`src/alarm_pkg.sv`:
```
// shared constants, types and register map for the alarm annunciator
package alarm_pkg;
   localparam int data_w = 16;
   localparam int adr_w = 8;
   localparam int n_lamp = 2;
   localparam int n_std = 2;

   // comparison type codes (3-bit field)
   localparam logic [2:0] cmp_proc_hi = 3'h0;
   localparam logic [2:0] cmp_proc_lo = 3'h1;
   localparam logic [2:0] cmp_dev_hi = 3'h2;
   localparam logic [2:0] cmp_dev_lo = 3'h3;
   localparam logic [2:0] cmp_in_band = 3'h4;
   localparam logic [2:0] cmp_out_band = 3'h5;

   // action codes (2-bit field)
   localparam logic [1:0] act_off = 2'h0;
   localparam logic [1:0] act_normal = 2'h1;
   localparam logic [1:0] act_latch = 2'h2;
   localparam logic [1:0] act_event = 2'h3;

   // channel config word layout
   localparam int cfg_cmp_lsb = 0;
   localparam int cfg_act_lsb = 4;

   // register byte addresses
   localparam logic [adr_w-1:0] reg_lamp0_cfg = 8'h00;
   localparam logic [adr_w-1:0] reg_lamp0_val = 8'h04;
   localparam logic [adr_w-1:0] reg_lamp1_cfg = 8'h08;
   localparam logic [adr_w-1:0] reg_lamp1_val = 8'h0c;
   localparam logic [adr_w-1:0] reg_std0_cfg = 8'h10;
   localparam logic [adr_w-1:0] reg_std0_val = 8'h14;
   localparam logic [adr_w-1:0] reg_std1_cfg = 8'h18;
   localparam logic [adr_w-1:0] reg_std1_val = 8'h1c;
   localparam logic [adr_w-1:0] reg_local_sp = 8'h20;
   localparam logic [adr_w-1:0] reg_second_sp = 8'h24;
   localparam logic [adr_w-1:0] reg_status = 8'h28;
   localparam logic [adr_w-1:0] reg_active_sp = 8'h2c;

   // reset values
   localparam logic [7:0] cfg_rst = 8'h00;
   localparam logic [data_w-1:0] val_rst = 16'h0000;

   typedef struct packed {
      logic [1:0] act;
      logic [2:0] cmp;
   } chan_cfg_t;

   typedef struct packed {
      logic cyc;
      logic stb;
      logic we;
      logic [3:0] sel;
      logic [adr_w-1:0] adr;
      logic [31:0] dat;
   } wb_req_t;

   typedef struct packed {
      logic ack;
      logic [31:0] dat;
   } wb_rsp_t;

   // setpoint sources, in priority order
   typedef struct packed {
      logic recipe_active;
      logic [data_w-1:0] recipe_sp;
      logic remote_en;
      logic [data_w-1:0] remote_sp;
      logic second_en;
   } sp_src_t;
endpackage

```
`src/alarm_annunciator.sv`:
```
// alarm annunciator top: two lamp channels, two standard-output alarms
// What this block does
// - high absolute alarm when process value at or above alarm value.
// - low absolute alarm when process value at or below alarm value.
// - high offset alarm when value exceeds setpoint by alarm value.
// - low offset alarm when value below setpoint by alarm value.
// - in-band alarm while value within setpoint plus/minus alarm value.
// - out-of-band alarm when value at or beyond setpoint band edges.
// - two lamp channels, each with own comparison type and action.
// - action off never drives lamp or alarm output.
// - normal action lamp follows comparison result directly.
// - latching action lamp stays on until acknowledge keypress.
// - event action ignores comparison, follows recipe events.
// - alarm relay uses same channel settings as its lamp.
// - normal action relay releases as soon as condition clears.
// - latching action relay holds until acknowledge, like the lamp.
// - event action relay mirrors the lamp's recipe-event behaviour.
// - standard-output alarms have same types and actions except event.
// - standard-output and lamp alarms are independent.
// - active setpoint: recipe, then remote, then second, then local.
//
// Chosen here: the register offsets and the Wishbone interface to the registers.
`timescale 1ns/100ps
`default_nettype none
module alarm_annunciator #(
   parameter int width = 16
) (
   input wire logic clk,
   input wire logic rst_b,
   input wire alarm_pkg::wb_req_t wb_req,
   output alarm_pkg::wb_rsp_t wb_rsp,
   input wire logic pv_upd,
   input wire logic signed [alarm_pkg::data_w-1:0] pv,
   input wire alarm_pkg::sp_src_t sp_src,
   input wire logic ack_key,
   input wire logic [alarm_pkg::n_lamp-1:0] recipe_evt,
   input wire logic [alarm_pkg::n_lamp-1:0] relay_fitted,
   output logic first_alarm_lamp,
   output logic second_alarm_lamp,
   output logic [alarm_pkg::n_lamp-1:0] alarm_relay,
   output logic [alarm_pkg::n_std-1:0] std_alarm_out
);
   import alarm_pkg::*;

   initial
   begin
      if (width != data_w)
      begin
         $error("width must equal package data width");
      end
      if (data_w != 16)
      begin
         $error("read mux pads 16-bit values into a 32-bit word");
      end
      if (n_lamp != 2)
      begin
         $error("two lamp channels map onto the two named lamp pins");
      end
      if (n_std != 2)
      begin
         $error("register map holds exactly two standard-output alarms");
      end
      if (cfg_act_lsb < cfg_cmp_lsb + 3)
      begin
         $error("action field overlaps comparison field");
      end
   end

   chan_cfg_t lamp_cfg_ff [n_lamp];
   chan_cfg_t std_cfg_ff [n_std];
   logic signed [data_w-1:0] lamp_val_ff [n_lamp];
   logic signed [data_w-1:0] std_val_ff [n_std];
   logic signed [data_w-1:0] local_sp_ff;
   logic signed [data_w-1:0] second_sp_ff;
   logic signed [data_w-1:0] active_sp;
   logic ack_prev_ff;
   logic ack_pulse;
   logic ack_ff;
   logic [31:0] nxt_rdat;
   logic [31:0] rdat_ff;
   logic [n_lamp-1:0] lamp_act;
   logic [n_lamp-1:0] lamp_cond;
   logic [n_lamp-1:0] evt_ff;
   logic [n_std-1:0] std_act;
   logic [n_std-1:0] std_cond;
   logic [n_lamp-1:0] lamp_q_ff;
   logic [n_lamp-1:0] relay_q_ff;
   logic [n_std-1:0] std_q_ff;
   logic wr;
   logic req;
   logic [31:0] status_word;

   assign req = wb_req.cyc && wb_req.stb;
   // a write lands at the edge that samples ack high
   assign wr = req && wb_req.we && ack_ff && wb_req.sel[0] && wb_req.sel[1];

   // single-cycle ack: one cycle after the request, dropped next cycle
   always_ff @(posedge clk)
   begin
      if (!rst_b)
         ack_ff <= 1'b0;
      else
         ack_ff <= req && !ack_ff;
   end

   // lamp channel settings; 16-bit fields need both low byte lanes
   always_ff @(posedge clk)
   begin
      if (!rst_b)
      begin
         for (int i = 0; i < n_lamp; i++)
         begin
            lamp_cfg_ff[i] <= chan_cfg_t'(cfg_rst[4:0]);
         end
      end
      else if (wr)
      begin
         case (wb_req.adr)
            reg_lamp0_cfg: lamp_cfg_ff[0] <= chan_cfg_t'({
               wb_req.dat[cfg_act_lsb+1:cfg_act_lsb],
               wb_req.dat[cfg_cmp_lsb+2:cfg_cmp_lsb]});
            reg_lamp1_cfg: lamp_cfg_ff[1] <= chan_cfg_t'({
               wb_req.dat[cfg_act_lsb+1:cfg_act_lsb],
               wb_req.dat[cfg_cmp_lsb+2:cfg_cmp_lsb]});
            default: ;
         endcase
      end
   end

   // lamp alarm values
   always_ff @(posedge clk)
   begin
      if (!rst_b)
      begin
         for (int i = 0; i < n_lamp; i++)
         begin
            lamp_val_ff[i] <= val_rst;
         end
      end
      else if (wr)
      begin
         case (wb_req.adr)
            reg_lamp0_val: lamp_val_ff[0] <= wb_req.dat[data_w-1:0];
            reg_lamp1_val: lamp_val_ff[1] <= wb_req.dat[data_w-1:0];
            default: ;
         endcase
      end
   end

   // local and second setpoints; the other sources arrive as levels
   always_ff @(posedge clk)
   begin
      if (!rst_b)
      begin
         local_sp_ff <= val_rst;
         second_sp_ff <= val_rst;
      end
      else if (wr)
      begin
         case (wb_req.adr)
            reg_local_sp: local_sp_ff <= wb_req.dat[data_w-1:0];
            reg_second_sp: second_sp_ff <= wb_req.dat[data_w-1:0];
            default: ;
         endcase
      end
   end

   // standard-output alarm settings kept apart from lamp settings
   always_ff @(posedge clk)
   begin
      if (!rst_b)
      begin
         for (int i = 0; i < n_std; i++)
         begin
            std_cfg_ff[i] <= chan_cfg_t'(cfg_rst[4:0]);
         end
      end
      else if (wr)
      begin
         case (wb_req.adr)
            reg_std0_cfg: std_cfg_ff[0] <= chan_cfg_t'({
               wb_req.dat[cfg_act_lsb+1:cfg_act_lsb],
               wb_req.dat[cfg_cmp_lsb+2:cfg_cmp_lsb]});
            reg_std1_cfg: std_cfg_ff[1] <= chan_cfg_t'({
               wb_req.dat[cfg_act_lsb+1:cfg_act_lsb],
               wb_req.dat[cfg_cmp_lsb+2:cfg_cmp_lsb]});
            default: ;
         endcase
      end
   end

   // standard-output alarm values
   always_ff @(posedge clk)
   begin
      if (!rst_b)
      begin
         for (int i = 0; i < n_std; i++)
         begin
            std_val_ff[i] <= val_rst;
         end
      end
      else if (wr)
      begin
         case (wb_req.adr)
            reg_std0_val: std_val_ff[0] <= wb_req.dat[data_w-1:0];
            reg_std1_val: std_val_ff[1] <= wb_req.dat[data_w-1:0];
            default: ;
         endcase
      end
   end

   // active setpoint, highest priority source first
   always_comb
   begin
      if (sp_src.recipe_active)
         active_sp = sp_src.recipe_sp;
      else if (sp_src.remote_en)
         active_sp = sp_src.remote_sp;
      else if (sp_src.second_en)
         active_sp = second_sp_ff;
      else
         active_sp = local_sp_ff;
   end

   // key held for many cycles yields one acknowledge pulse
   always_ff @(posedge clk)
   begin
      if (!rst_b)
         ack_prev_ff <= 1'b0;
      else
         ack_prev_ff <= ack_key;
   end
   assign ack_pulse = ack_key && !ack_prev_ff;

   // event levels registered so lamp and relay switch together
   always_ff @(posedge clk)
   begin
      if (!rst_b)
         evt_ff <= '0;
      else
         evt_ff <= recipe_evt;
   end

   for (genvar g = 0; g < n_lamp; g++)
   begin : g_lamp
      alarm_chan #(.width(data_w), .has_event(1'b1)) u_chan (
         .clk(clk),
         .rst_b(rst_b),
         .pv_upd(pv_upd),
         .pv(pv),
         .sp(active_sp),
         .aval(lamp_val_ff[g]),
         .cfg(lamp_cfg_ff[g]),
         .ack(ack_pulse),
         .evt_level(evt_ff[g]),
         .cond(lamp_cond[g]),
         .active(lamp_act[g])
      );
   end

   for (genvar g = 0; g < n_std; g++)
   begin : g_std
      // event action unavailable here: treated as off
      alarm_chan #(.width(data_w), .has_event(1'b0)) u_chan (
         .clk(clk),
         .rst_b(rst_b),
         .pv_upd(pv_upd),
         .pv(pv),
         .sp(active_sp),
         .aval(std_val_ff[g]),
         .cfg(std_cfg_ff[g]),
         .ack(ack_pulse),
         .evt_level(1'b0),
         .cond(std_cond[g]),
         .active(std_act[g])
      );
   end

   // outputs from flip-flops; relay tracks the same channel state as lamp
   always_ff @(posedge clk)
   begin
      if (!rst_b)
         lamp_q_ff <= '0;
      else
         lamp_q_ff <= lamp_act;
   end

   always_ff @(posedge clk)
   begin
      if (!rst_b)
         relay_q_ff <= '0;
      // relay shares the lamp's channel state
      else
         relay_q_ff <= lamp_act & relay_fitted;
   end

   always_ff @(posedge clk)
   begin
      if (!rst_b)
         std_q_ff <= '0;
      else
         std_q_ff <= std_act;
   end

   assign first_alarm_lamp = lamp_q_ff[0];
   assign second_alarm_lamp = lamp_q_ff[1];
   assign alarm_relay = relay_q_ff;
   assign std_alarm_out = std_q_ff;

   // status: lamps, relays, standard outputs, then the held conditions
   assign status_word = {22'h0, std_cond, lamp_cond, std_q_ff, relay_q_ff,
      lamp_q_ff};

   always_comb
   begin
      nxt_rdat = 32'h0000_0000;
      case (wb_req.adr)
         reg_lamp0_cfg: nxt_rdat = {26'h0, lamp_cfg_ff[0].act, 1'b0,
            lamp_cfg_ff[0].cmp};
         reg_lamp0_val: nxt_rdat = {16'h0, lamp_val_ff[0]};
         reg_lamp1_cfg: nxt_rdat = {26'h0, lamp_cfg_ff[1].act, 1'b0,
            lamp_cfg_ff[1].cmp};
         reg_lamp1_val: nxt_rdat = {16'h0, lamp_val_ff[1]};
         reg_std0_cfg: nxt_rdat = {26'h0, std_cfg_ff[0].act, 1'b0,
            std_cfg_ff[0].cmp};
         reg_std0_val: nxt_rdat = {16'h0, std_val_ff[0]};
         reg_std1_cfg: nxt_rdat = {26'h0, std_cfg_ff[1].act, 1'b0,
            std_cfg_ff[1].cmp};
         reg_std1_val: nxt_rdat = {16'h0, std_val_ff[1]};
         reg_local_sp: nxt_rdat = {16'h0, local_sp_ff};
         reg_second_sp: nxt_rdat = {16'h0, second_sp_ff};
         reg_status: nxt_rdat = status_word;
         reg_active_sp: nxt_rdat = {16'h0, active_sp};
         default: nxt_rdat = 32'h0000_0000;
      endcase
   end

   // read data captured as the request is seen; it stands with ack
   always_ff @(posedge clk)
   begin
      if (!rst_b)
         rdat_ff <= 32'h0000_0000;
      else if (req && !ack_ff)
         rdat_ff <= nxt_rdat;
   end

   assign wb_rsp.ack = ack_ff;
   assign wb_rsp.dat = rdat_ff;
endmodule
`default_nettype wire

```
`src/alarm_chan.sv`:
```
// one alarm channel: comparison plus action (off/normal/latch/event)
`timescale 1ns/100ps
`default_nettype none
module alarm_chan #(
   parameter int width = 16,
   parameter bit has_event = 1'b1
) (
   input wire logic clk,
   input wire logic rst_b,
   input wire logic pv_upd,
   input wire logic signed [width-1:0] pv,
   input wire logic signed [width-1:0] sp,
   input wire logic signed [width-1:0] aval,
   input wire alarm_pkg::chan_cfg_t cfg,
   input wire logic ack,
   input wire logic evt_level,
   output logic cond,
   output logic active
);
   import alarm_pkg::*;

   initial
   begin
      if (width < 2)
      begin
         $error("alarm_chan width too small");
      end
   end

   logic cond_ff;
   logic nxt_cond;
   logic latch_ff;
   logic signed [width:0] pv_x;
   logic signed [width:0] hi_x;
   logic signed [width:0] lo_x;
   logic signed [width:0] av_x;

   // one extra bit so sp +/- value never wraps
   assign pv_x = {pv[width-1], pv};
   assign av_x = {aval[width-1], aval};
   assign hi_x = {sp[width-1], sp} + av_x;
   assign lo_x = {sp[width-1], sp} - av_x;

   always_comb
   begin
      case (cfg.cmp)
         cmp_proc_hi: nxt_cond = pv >= aval;
         cmp_proc_lo: nxt_cond = pv <= aval;
         cmp_dev_hi: nxt_cond = pv_x >= hi_x;
         cmp_dev_lo: nxt_cond = pv_x <= lo_x;
         cmp_in_band: nxt_cond = (pv_x >= lo_x) && (pv_x <= hi_x);
         cmp_out_band: nxt_cond = (pv_x >= hi_x) || (pv_x <= lo_x);
         default: nxt_cond = 1'b0;
      endcase
   end

   // comparison is held between process-value updates
   always_ff @(posedge clk)
   begin
      if (!rst_b)
         cond_ff <= 1'b0;
      else if (pv_upd)
         cond_ff <= nxt_cond;
   end

   // latch: set wins over acknowledge; ack clears only if condition gone
   always_ff @(posedge clk)
   begin
      if (!rst_b)
         latch_ff <= 1'b0;
      else if (cfg.act != act_latch)
         latch_ff <= 1'b0;
      else if (cond_ff)
         latch_ff <= 1'b1;
      else if (ack)
         latch_ff <= 1'b0;
   end

   assign cond = cond_ff;

   always_comb
   begin
      case (cfg.act)
         act_off: active = 1'b0;
         act_normal: active = cond_ff;
         act_latch: active = latch_ff;
         act_event: active = has_event ? evt_level : 1'b0;
         default: active = 1'b0;
      endcase
   end
endmodule
`default_nettype wire

```
`config.mk`:
```
export PLATFORM = sky130hd
export DESIGN_NAME = alarm_annunciator
export DESIGN_NICKNAME = d
export VERILOG_FILES = /design/src/alarm_pkg.sv /design/src/alarm_annunciator.sv /design/src/alarm_chan.sv
export SDC_FILE = /design/constraint.sdc
export NUM_CORES = 1
export LEC_CHECK = 0
export BUFFER_PORTS_ARGS = -buffer_cell sky130_fd_sc_hd__buf_2
export CAP_MARGIN = 30
export CORE_ASPECT_RATIO = 0.6
export CORE_MARGIN = 10
export CORE_UTILIZATION = 40
export CTS_BUF_LIST = sky130_fd_sc_hd__clkbuf_4
export CTS_CLUSTER_SIZE = 40
export DETAILED_ROUTE_END_ITERATION = 8
export PLACE_DENSITY = 0.61
export SLEW_MARGIN = 20
export SYNTH_ARGS = -nofsm -noshare
export SYNTH_HDL_FRONTEND = slang
export SYNTH_SLANG_ARGS = --single-unit
```
`constraint.sdc`:
```
create_clock -name clk -period 15.3 [get_ports clk]
set_clock_uncertainty 0.05 [all_clocks]
set_input_delay 0.765 -clock clk [delete_from_list [all_inputs] [get_ports clk]]
set_output_delay 0.765 -clock clk [all_outputs]
set_load 0.02 [all_outputs]
```
# == Word-level counts from Yosys, hierarchy flattened ==
# Memories as Yosys holds them, arrays and structs flattened.
# Index checks and enable logic that the tools add are counted.
# classes
add_sub_neg,8
magnitude_cmp,24
eq_ne,47
mux,58
n_bitwise,10
reduce_logical,38
# op_table
op,n
16-bit one-hot mux with 12 select lines,1
16-bit by 17-bit greater-or-equal comparator with 1-bit output,8
16-bit by 17-bit <= comparator with 1-bit output,8
16-bit two-way mux,7
16-bit by 16-bit adder with 17-bit output,4
16-bit by 16-bit subtractor with 17-bit output,4
16-bit greater-or-equal comparator,4
16-bit <= comparator,4
1-bit two-way mux,38
8-bit by 5-bit == test with 1-bit output (second input constant),4
8-bit by 6-bit == test with 1-bit output (second input constant),4
3-bit by 2-bit == test with 1-bit output (second input constant),8
3-bit == test (second input constant),8
1-bit one-hot mux with 6 select lines,4
5-bit two-way mux,4
2-bit == test (second input constant),8
8-bit by 4-bit == test with 1-bit output (second input constant),2
3-bit by 1-bit == test with 1-bit output (second input constant),4
3-bit zero test,4
2-bit OR reduction,6
1-bit logical AND,11
2-bit by 1-bit == test with 1-bit output (second input constant),4
8-bit by 3-bit == test with 1-bit output (second input constant),1
2-bit zero test,4
other kinds (11),31
# totals
reg_bits,82
ramBits,84
input_bits,106
output_inout_bits,39
elab_cells,206
mem_count,4
# mem_list
name,words,word_bits,rd,rd_clocked_by_memory_dff,wr,line_no,text
lamp_val_ff,2,16,2,0,2,alarm_annunciator.sv:71,logic signed [data_w-1:0] lamp_val_ff [n_lamp];
std_val_ff,2,16,2,0,2,alarm_annunciator.sv:72,logic signed [data_w-1:0] std_val_ff [n_std];
lamp_cfg_ff,2,5,2,0,2,alarm_annunciator.sv:69,chan_cfg_t lamp_cfg_ff [n_lamp];
std_cfg_ff,2,5,2,0,2,alarm_annunciator.sv:70,chan_cfg_t std_cfg_ff [n_std];

# == Longest topological paths before layout ==
# Gate-level depths: netlist (run 1).
# logic_depth
depth_word,9
mapped_depth,30
ltp_nobuf,28

# == Hierarchy ==
# Synthesis (run 1) repeated with hierarchy kept, for this count alone.
# unflattened
cells_unflattened,2113
area_unflattened_um2,18107.4
# by_module_without_submodules
mod,instances,cells_each,area_each_um2
alarm_annunciator,1,620,6851.6
alarm_chan (g_lamp[1].u_chan),1,374,2845.2
alarm_chan (g_std[1].u_chan),1,382,2842.7
alarm_chan (g_std[0].u_chan),1,367,2787.7
alarm_chan (g_lamp[0].u_chan),1,370,2780.2

# == Least setup slack after synthesis (run 1) ==
# No wires, ideal clock.
# synth_path
kind,input-to-reg
startpoint,input sp_src[0] (netlist name)
endpoint,register g_std[0].u_chan.cond_ff
t_arrival_ns,6.102
setup_slack_ns,9.028
cell_stages,28
cell_sequence,clkbuf_1 buf_2 mux2i_1 nor2_1 a21oi_1 nor2_1 a21oi_1 inv_1 ha_1 nor2b_1 o21ai_1 a21oi_1 o211ai_1 a21oi_1 a311oi_2 a211oi_2 mux2i_1 a2111oi_2 ha_1 nand4_1 nor4_1 a221oi_1 o221ai_1 xnor2_1 a21oi_1 nand2b_1 a21oi_1 a21oi_1
# synth_between
elab_chain_len,7
# synth_lines
element,line_no,text
from (decl),alarm_annunciator.sv:34,"input wire alarm_pkg::sp_src_t sp_src,"
16-bit two-way mux (*),alarm_annunciator.sv:219,else if (sp_src.second_en)
16-bit two-way mux (*),alarm_annunciator.sv:217,else if (sp_src.remote_en)
16-bit two-way mux (*),alarm_annunciator.sv:215,if (sp_src.recipe_active)
16-bit by 16-bit adder with 17-bit output or 16-bit by 16-bit subtractor with 17-bit output (tied branches),"alarm_chan.sv:41, alarm_chan.sv:42",
"16-bit by 17-bit greater-or-equal comparator with 1-bit output, or another cell as far along","alarm_chan.sv:49, alarm_chan.sv:52",
1-bit logical OR or 1-bit logical AND (tied branches),"alarm_chan.sv:52, alarm_chan.sv:51",
1-bit one-hot mux with 6 select lines (*),alarm_chan.sv:46,case (cfg.cmp)
to (signal assigned),alarm_chan.sv:63,cond_ff <= nxt_cond;
to (decl),alarm_chan.sv:30,logic cond_ff;
# Mark *: on every way between the ends. The rest lies on a longest branch, timed or not.
# A chain may end at the register's enable or synchronous reset.

# == Final worst setup path (run 1) ==
# layout_path
startpoint,input sp_src[0] (netlist name)
endpoint,register g_lamp[0].u_chan.cond_ff
# layout_between
elab_chain_len,7
# layout_lines
element,line_no
16-bit two-way mux (*),alarm_annunciator.sv:219
16-bit two-way mux (*),alarm_annunciator.sv:217
16-bit two-way mux (*),alarm_annunciator.sv:215
16-bit by 16-bit adder with 17-bit output or 16-bit by 16-bit subtractor with 17-bit output (tied branches),"alarm_chan.sv:41, alarm_chan.sv:42"
"16-bit by 17-bit greater-or-equal comparator with 1-bit output, or another cell as far along","alarm_chan.sv:49, alarm_chan.sv:52"
1-bit logical OR or 1-bit logical AND (tied branches),"alarm_chan.sv:52, alarm_chan.sv:51"
1-bit one-hot mux with 6 select lines (*),alarm_chan.sv:46
to (signal assigned),alarm_chan.sv:63
to (decl),alarm_chan.sv:30
# Marks and branches as above.

==> results of run 1 <==
[cell families (layout without fill, tap and decap cells)]
group	after synthesis	count (layout)	share of synthesized area (%)
simple gates	633	633	18.7
compound gates	573	573	22.2
fa+ha+maj	344	344	25.3
buf+inv	216	314	5.10
flops	150	150	22.3
xor+xnor	109	109	5.54
mux	14	14	0.836
other cells	1	17	0.0218
[layout make-up]
cell class                      instances  area, um2  share of cell area, %
Timing Repair Buffer                  142        822                   4.37
Antenna cell                            1       2.50                 0.0133
Clock buffer                           18        135                  0.718
Tap cell                              570        713                   3.79
Multi-Input combinational cell       1689      12600                   66.9
Clock inverter                         14        196                   1.04
Sequential cell                       150       3840                   20.4
Inverter                              140        526                   2.79
[power by group through the flow]
stage	Clock [uW]	Sequential, uW	Combinational [uW]
floorplan	0	449	420
global placement	0	460	576
detailed placement	0	460	593
CTS	296	451	599
global route	316	452	679
finish	294	451	618
[stage by stage]
stage	util, %	instance area (um2)	worst slack, ns	std cells
2_1_floorplan	-	17300	9.03	2055
3_3_place_gp	43.6	18400	7.00	2685
3_5_place_dp	43.6	18400	6.85	2687
4_1_cts	44.4	18800	7.44	2719
5_1_grt	44.6	18800	6.80	2723
6_report	44.6	18800	6.97	2724
[state kept, by name, summed over array words and instances, names as in the netlist, 2 cells and up]
register	count
lamp_cfg_ff	10
g_std.u_chan.latch_ff	2
lamp_val_ff	32
lamp_q_ff	2
g_lamp.u_chan.latch_ff	2
evt_ff	2
alarm_relay	2
std_val_ff	32
std_alarm_out	2
rdat_ff	16
std_cfg_ff	10
second_sp_ff	16
local_sp_ff	16
g_std.u_chan.cond	2
g_lamp.u_chan.cond	2
[worst reg2reg max path, delay by kind of cell, from the launching register on]
kind | cells | cell delay [ns]
DFF | 1 | 0.43
adders and majority gates | 3 | 0.97
AOI/OAI and AO/OA | 15 | 3.23
buffers and inverters | 3 | 0.43
and+or+nand+nor | 6 | 2.40
muxes | 2 | 0.39
[synth_stat cells, drive strengths merged (5+ instances only)]
cell | instances | area, um2
nor4 | 8 | 65.1
inv | 140 | 526
edfxtp | 84 | 2520
ha | 336 | 4200
a31oi | 13 | 81.3
o21bai | 27 | 203
a21oi | 190 | 958
and4 | 6 | 52.6
or2 | 11 | 68.8
fa | 8 | 160
a211o | 6 | 52.6
a211oi | 25 | 193
o31ai | 16 | 120
buf | 23 | 154
a222oi | 10 | 100
nand3b | 12 | 90.1
nor3 | 47 | 245
clkbuf | 53 | 199
nand2b | 25 | 156
nand4 | 46 | 288
a2111oi | 8 | 82.6
and3 | 18 | 113
o21a | 14 | 105
xnor2 | 92 | 806
o211ai | 13 | 103
nand2 | 186 | 698
xor2 | 17 | 149
or3 | 20 | 130
dfxtp | 66 | 1320
a22o | 6 | 52.6
a2bb2oi | 5 | 43.8
a22oi | 46 | 345
a21o | 62 | 465
a311oi | 5 | 50.0
nor2b | 50 | 313
mux2i | 11 | 110
nand3 | 37 | 185
a221oi | 16 | 146
nor2 | 102 | 383
and2 | 56 | 350
o21ai | 72 | 364
[per-layer routing]
layer	up-vias	global-route usage, %	share of wire [%]
met4	0	3.84	1.4
li1	7664	-	-
met1	7812	36.1	50
met5	-	0	0
met2	716	30.3	38
met3	56	5.19	10
[final timing paths]
| check | startpoint | to | cells after the start | slack (ns) |
|---|---|---|---|---|
| worst min register to register | rdat_ff[8] | rdat_ff[8] | 2 | 0.41 |
| worst min-delay path | recipe_evt[1] | evt_ff[1] | 2 | 0.33 |
| worst max-delay path | sp_src[0] | g_lamp[0].u_chan.cond | 30 | 6.97 |
| worst max register to register | local_sp_ff[0] | g_lamp[0].u_chan.cond | 29 | 7.30 |
==> results.toml, run 1 <==
[cells_and_area]
layout_commonest_cell = "ha_1"
areaGrowthSynthToFinish_pct = 9.32
fill_cells = 4164
drive_gt1_share_pct = 9.99
layout_common_cells = "ha_1 (336), a21oi_1 (188), nand2_1 (186)"
nNetsFinal = 2590

[floorplan]
coreArea_um2 = 42200
io_pins = 145
die_area_um2 = 52000
die_h_um = 181
die-width_um = 288
rows = 58
initial_core_util_pct = 40.8

[clocking]
cts-hold-fix-buffers = 0
cts_tree = "yes"
clkTransAtPathRegs_ns = 0.15
cts_buffers = 17
clk_latency_ns = 0.58
cts.sinks = 150
ctsResizeCount = 0
clockBufferDepth = 2
cts_htree_levels = 4
cts_root_buf = "clkbuf_4"
post_cts_buffers = 0

[sta]
hold_ws_ns = 0.329
final_min_period_over_clock_period_pct = 54.5
fin_crit_ns = 8.33
setup_tns_ns = 0
finalSetupViolCount = 0
finalHoldViolCount = 0
rsz0062_at_grt = "false"
worstMarginPinSlew_ns = 1.14
timing.fmax_ghz = 0.120
max_slew_margin_pct = 23.3
drv_slew = 0

[critical_path]
crit_fanout = 27
arrival_ns = 8.75
crit_type = "in -> reg"
cp_common_cell = "a21oi_1"
crit_buf_inv = 4
slowest_delay_ns = 1.06
slowest_stage = "nor4_1"
start_kind = "input pin"
critPathTopFamily = "compound AO/OA/AOI/OAI gates"
crit_path_end_kind = "flip-flop"
critPathRequiredTime_ns = 15.71

[status]
status = "completed"

[global_route]
grt_antenna_before_repair = 0
grt_start_max_net_pins = 54
track_usage_pct = 22.8
grt_pass1_vias = 15000
grt_pass1_wl_um = 92300
overflow = 0

[routing]
antenna_left = 0
wl_um = 62200
first_pass_iters = 7
vias = 16200
avgViaCountPerCell = 5.96
drc = 0
wl_per_cell_um = 22.8
first_iter_violations = 2033

[synth]
ys_seq_elements = 150
syn_area_um2 = 17200
ys_seq_area_share_pct = 22.3
avgSynthCellArea_um2 = 8.44
async_flop_share_pct = 0
postSynthCellCount = 2040
synth-edff-count = 84
yosysWarnings = 0
synth.distinct_cells = 84
ys.flop_type = "edfxtp_1"

[power_and_ir_drop]
vdd_drop_max_mv = 0.0421
power_leakage_uw = 0.00828
p_int_uw = 813
power_uw = 1360
p_clk_share_pct = 21.6
power.switching_uw = 550
p_seq_share_pct = 33.1
swShare_pct = 40.4
combPwrFrac_pct = 45.3
power_density_nw_per_um2 = 72.4

[flow_run]
cap_violations = 0

[worst_hold_path]
worstHoldPathType = "in -> reg"

[place]
gp_congestion = 0.966
port_buffers = 110
post-dp-hpwl_um = 51100
Note: power is estimated with default switching activity, not from simulation.
==> run 2, diff against run 1 <==
ABC_AREA = 1   (was unset)
PLACE_DENSITY = 0.63   (was 0.61)
clock period = 7.5 ns   (was 15.3 ns; I/O delays follow)
==> run 2 against run 1 <==
  * Synthesized cell count rose by 24%
  * Non-clock buffer count fell by 3
  * Core utilization fell by 0.82 points
  * Critical path depth fell by 1
  * Final cell count rose by 18%
  * Die area rose by 4.6%
  * Sequential power rose by 100%
  * Combinational power rose by 140%
  * First-iteration DRC count rose by 10%
  * Register-to-register slack got worse by 5.3 ns
  * Largest cell class unchanged
  * Largest power group unchanged
  * Highest routed layer unchanged
==> results.toml, run 2 <==
[status]
status = "completed"

[cells_and_area]
reg_top3 = "lamp_val_ff: 32 flops, std_val_ff: 32 flops"
layout_common_cells = "nand2_1 (521), inv_1 (345), ha_1 (336)"
layout_commonest_cell = "nand2_1"
areaGrowthSynthToFinish_pct = 8.24
fill_cells = 4640
nNetsFinal = 3074
ff_latch_area_um2 = 3840
stdcell_count = 3227
multi_input_area_um2 = 12600
drive_gt1_share_pct = 8.23

[synth]
ys.flop_type = "edfxtp_1"
async_flop_share_pct = 0
yosys-top-cells-area = "ha_1 (23%), edfxtp_1 (14%), nand2_1 (11%)"
synthMostInstantiatedCell = "nand2_1"
yosysTopAreaCell = "ha_1"
postSynthCellCount = 2529
synth-edff-count = 84
synthTopCellsByCount = "nand2_1 (521), inv_1 (345), ha_1 (336)"
yosysWarnings = 0
avgSynthCellArea_um2 = 7.15
synth_top_area_share_pct = 23.2
syn_area_um2 = 18100
ys_seq_area_share_pct = 21.3
ys_seq_elements = 150
synth.distinct_cells = 55

[critical_path]
critPathRequiredTime_ns = 7.94
rrSetupSlack_ns = 1.96
arrival_ns = 5.98
reg2reg_depth = 29
r2r_end = "g_lamp[1].u_chan.cond"
r2r-start = "local_sp_ff[3]"
crit_path_end_kind = "flip-flop"
slowest_delay_ns = 0.83
start_kind = "flip-flop"
crit_fanout = 7
slowest_stage = "a21oi_2"
cp_common_cell = "nand2_1"
crit_type = "reg -> reg"

[sta]
worstMarginPinSlew_ns = 1.03
finalHoldViolCount = 0
max_slew_margin_pct = 31.2
drv_slew = 0
rsz0062_at_grt = "false"
final_min_period_over_clock_period_pct = 73.9
finalSetupViolCount = 0
timing.fmax_ghz = 0.180
fin_crit_ns = 5.54
fin_ws_ns = 1.96
setup_tns_ns = 0

[place]
gp_congestion = 0.972
port_buffers = 110
placedCellCount = 3187
post-place-ws_ns = 1.71
post-dp-hpwl_um = 57000

[clocking]
cts_tree = "yes"
post_cts_buffers = 0
clockBufferDepth = 2
clk_latency_ns = 0.61
cts.sinks = 150
clkTransAtPathRegs_ns = 0.15
cts_root_buf = "clkbuf_4"
cts_htree_levels = 4
cts_buffers = 17

[global_route]
track_usage_pct = 25.3
grt_pass1_vias = 16900
grt_pass1_wl_um = 105000
grt_start_max_net_pins = 45
grt_antenna_before_repair = 2
overflow = 0

[power_and_ir_drop]
vdd_drop_max_mv = 0.152
power_density_nw_per_um2 = 151
power_leakage_uw = 0.00976

[worst_hold_path]
holdPathEnd = "second_sp_ff[3]"
hold-path-cell-count = 3
hp-start = "wb_req[3]"
worstHoldPathType = "in -> reg"

[routing]
wl_um = 71100
antenna_left = 0
first_pass_iters = 8
first_iter_violations = 2242
avgViaCountPerCell = 5.63
wl_per_cell_um = 22.0
vias = 18200
drc = 0

[floorplan]
die-width_um = 295
initial_core_util_pct = 40.4
die_area_um2 = 54400
rows = 60
io_pins = 145
die_h_um = 185
coreArea_um2 = 44700

[flow_run]
cap_violations = 0
[run 2: cell types whose count changed after synthesis, moves of 47 or more]
cell,previous run,this run
nor2b_1,50,0
a21o_1,62,15
and2_1,56,1
inv_1,139,345
nor2_1,102,244
nand2_1,186,521
xnor2_1,92,6
a21oi_1,188,251
xor2_1,17,111
[run 2: cells by family after synthesis]
logic type,Yosys count,share of synthesized area (%)
AOI/OAI and AO/OA,548,18.1
xor gates and xnor gates,117,5.67
adders and majority gates,344,24.1
buffers and inverters,428,9.55
DFF,150,21.3
other,1,0.0207
and+or+nand+nor,941,21.3
[run 2: how the worst max path moves through the flow]
stage / from / endpoint / depth (start not counted)
after floorplan: sp_src[34] / g_std[1].u_chan.cond / 30
after global placement: sp_src[17] / g_lamp[1].u_chan.cond / 29
after detailed placement: sp_src[17] / g_lamp[0].u_chan.cond / 27
after CTS: local_sp_ff[3] / g_lamp[1].u_chan.cond / 29
after global routing: local_sp_ff[3] / g_lamp[1].u_chan.cond / 26
final: local_sp_ff[3] / g_lamp[1].u_chan.cond / 29
[run 2: routing by layer]
metal | share of wire [%] | up-vias | GRT usage [%] | routed length, um
met5 | 0 | - | 0 | 0
met4 | 2.0 | 0 | 5.70 | 1390
met3 | 11 | 95 | 5.72 | 7550
met2 | 41 | 799 | 37.7 | 29400
met1 | 46 | 8609 | 36.4 | 32800
li1 | - | 8664 | - | -
[run 2: worst max-delay path, delay by kind of cell (launching register included)]
kind                       cells  cell delay, ns
DFF                            1            0.36
adders and majority gates      2            0.87
AOI/OAI and AO/OA              9            2.32
and+or+nand+nor               17            1.75
buffers and inverters          1            0.06
[run 2: final cells by class]
class                           count  area share, %
Clock buffer                       18          0.690
Antenna cell                        1         0.0128
Multi-Input combinational cell   1966           64.3
Sequential cell                   150           19.6
Inverter                          350           6.72
Tap cell                          589           3.76
Clock inverter                     14          0.869
Timing Repair Buffer              139           4.04
[run 2: timing repair]
item                                   CTS  global route
endpoints found under the hold margin    9             0
gates resized for setup                  0             0
hold buffers                             6             0
[run 2: power breakdown]
part / leakage (uW) / internal [uW] / switching, uW / total [uW]
registers: 0.00141 / 885 / 19.1 / 904
logic: 0.00818 / 504 / 960 / 1460
clock network: 0.000169 / 239 / 339 / 579
total: 0.00976 / 1630 / 1320 / 2950
[run 2: per-stage QoR]
| step | utilization (%) | power (uW) | instance area (um2) | hold slack [ns] |
|---|---|---|---|---|
| final | 43.8 | 2950 | 19600 | 0.0945 |
| after global routing | 43.8 | 3160 | 19600 | 0.0839 |
| after CTS | 43.7 | 2920 | 19600 | 0.0659 |
| after detailed placement | 42.9 | 2350 | 19200 | 0.389 |
| after global placement | 42.9 | 2310 | 19200 | 0.389 |
| after floorplan | - | 1920 | 18100 | 0.363 |
==> run 3, diff against run 2 <==
PLACE_DENSITY = 0.61   (was 0.63)
clock period = 5.5 ns   (was 7.5 ns; I/O delays follow)
==> run 3 against run 2 <==
  * Global-route usage increased by 0.31 points
  * Sequential share of layout area decreased by 0.11 points
  * Wire length increased by 1.0%
  * Sequential power increased by 36%
  * Via count increased by 0.27%
  * Clock power increased by 27%
  * Register-to-register slack got worse by 1.3 ns
  * Power increased by 35%
  * First-iteration DRC count decreased by 3.2%
  * Worst hold slack got worse by 0.050 ns
  * Worst setup slack got worse by 1.3 ns
  * Largest power group unchanged
==> results.toml, run 3 (synthesis results as in run 2) <==
[critical_path]
critPathRequiredTime_ns = 5.96
r2r-start = "second_sp_ff[0]"
r2r_end = "g_std[0].u_chan.cond"
cp_common_cell = "nand2_1"
slowest_delay_ns = 0.45
start_kind = "flip-flop"
slowest_stage = "fa_1"
crit_type = "reg -> reg"
arrival_ns = 5.31
rrSetupSlack_ns = 0.65
crit_buf_inv = 4
critPathTopFamily = "simple AND/OR/NAND/NOR gates"
reg2reg_depth = 30
cp_num_cells = 30
crit_path_end_kind = "flip-flop"
crit_fanout = 5

[cells_and_area]
layout_commonest_cell = "nand2_1"
reg_top3 = "lamp_val_ff: 32 flops, std_val_ff: 32 flops"
fill_cells = 4643
layout_common_cells = "nand2_1 (521), inv_1 (345), ha_1 (336)"
ff_latch_area_um2 = 3840
multi_input_area_um2 = 12600
drive_gt1_share_pct = 8.46
post-route-util_pct = 44.0
nNetsFinal = 3085
areaGrowthSynthToFinish_pct = 8.88

[clocking]
clk_latency_ns = 0.63
cts_buffers = 17
cts_root_buf = "clkbuf_4"
cts_tree = "yes"
clkTransAtPathRegs_ns = 0.15
clockBufferDepth = 2
cts.sinks = 150
cts_htree_levels = 4

[sta]
final_min_period_over_clock_period_pct = 88.3
hold_ws_ns = 0.0444
timing.fmax_ghz = 0.206
fin_crit_ns = 4.85
finalHoldViolCount = 0
drv_slew = 0
max_slew_margin_pct = 31.1
setup_tns_ns = 0
worstMarginPinSlew_ns = 1.03
rsz0062_at_grt = "false"
finalSetupViolCount = 0

[place]
port_buffers = 110
gp_congestion = 1.02
post-dp-hpwl_um = 57600

[global_route]
grt_pass1_wl_um = 105000
track_usage_pct = 25.7
grt_pass1_vias = 16800
overflow = 0
grt_antenna_before_repair = 4
grt_start_max_net_pins = 45

[power_and_ir_drop]
power_leakage_uw = 0.00981
p_int_uw = 2180
combPwrFrac_pct = 50.4
swShare_pct = 44.9
p_clk_share_pct = 18.5
vdd_drop_max_mv = 0.141
power.switching_uw = 1780
p_seq_share_pct = 31.1
power_density_nw_per_um2 = 201

[routing]
drc = 0
first_pass_iters = 5
wl_per_cell_um = 22.2
avgViaCountPerCell = 5.62
wl_um = 71900
vias = 18200
antenna_left = 0
first_iter_violations = 2170

[floorplan]
die_h_um = 185
die-width_um = 295
initial_core_util_pct = 40.4
die_area_um2 = 54400
coreArea_um2 = 44700
io_pins = 145
rows = 60

[worst_hold_path]
worstHoldPathType = "in -> reg"
holdPathEnd = "local_sp_ff[3]"
hold-path-cell-count = 3
hp-start = "wb_req[3]"

[flow_run]
cap_violations = 0

[status]
status = "completed"
run 3: routing by layer:
metal / track usage (%) / wire length, um / vias to the layer above
met5: 0 / 0 / -
met4: 7.85 / 2100 / 0
met3: 5.24 / 7010 / 112
met2: 36.4 / 28500 / 869
met1: 37.8 / 34200 / 8539
li1: - / - / 8696
run 3: tightest hold or removal path: cells and delay by family:
family	cells	cell delay, ns
buffers and inverters	2	0.25
AO/OA/AOI/OAI	1	0.17
run 3: how the worst max path moves through the flow:
stage | start | endpoint
final | second_sp_ff[0] | g_std[0].u_chan.cond
after global routing | second_sp_ff[0] | g_lamp[1].u_chan.cond
after CTS | second_sp_ff[0] | g_std[1].u_chan.cond
after detailed placement | sp_src[17] | g_std[1].u_chan.cond
after global placement | sp_src[17] | g_std[1].u_chan.cond
after floorplan | sp_src[34] | g_std[1].u_chan.cond
run 3: power by group through the flow:
| stage | clock (uW) | sequential, uW | combinational (uW) |
|---|---|---|---|
| final | 733 | 1230 | 2000 |
| after global routing | 779 | 1240 | 2240 |
| after CTS | 731 | 1230 | 1960 |
| after detailed placement | 0 | 1260 | 1950 |
| after global placement | 0 | 1260 | 1900 |
| after floorplan | 0 | 1250 | 1370 |
run 3: per-stage QoR:
stage               instances  setup slack (ns)  power [uW]  area, um2
finish                   3241             0.646        3960      19700
global route             3239             0.268        4260      19700
CTS                      3236             0.687        3930      19700
detailed placement       3198             0.343        3210      19300
global placement         3197             0.397        3160      19300
floorplan                2544             0.855        2610      18100
run 3: area by class of cell:
cell class	count	share of cell area [%]
clock inverter	14	0.756
multi-input combinational	1966	63.8
tap	589	3.74
sequential	150	19.5
clock buffer	18	0.686
antenna	4	0.0508
timing repair buffer	150	4.73
inverter	350	6.68
run 3: repair_timing:
item                                    CTS  global route
endpoints found under the hold margin    10             0
setup buffers                             0             0
hold buffers                              6             0
endpoints found under the setup margin    0             0
resized for setup                         0             0
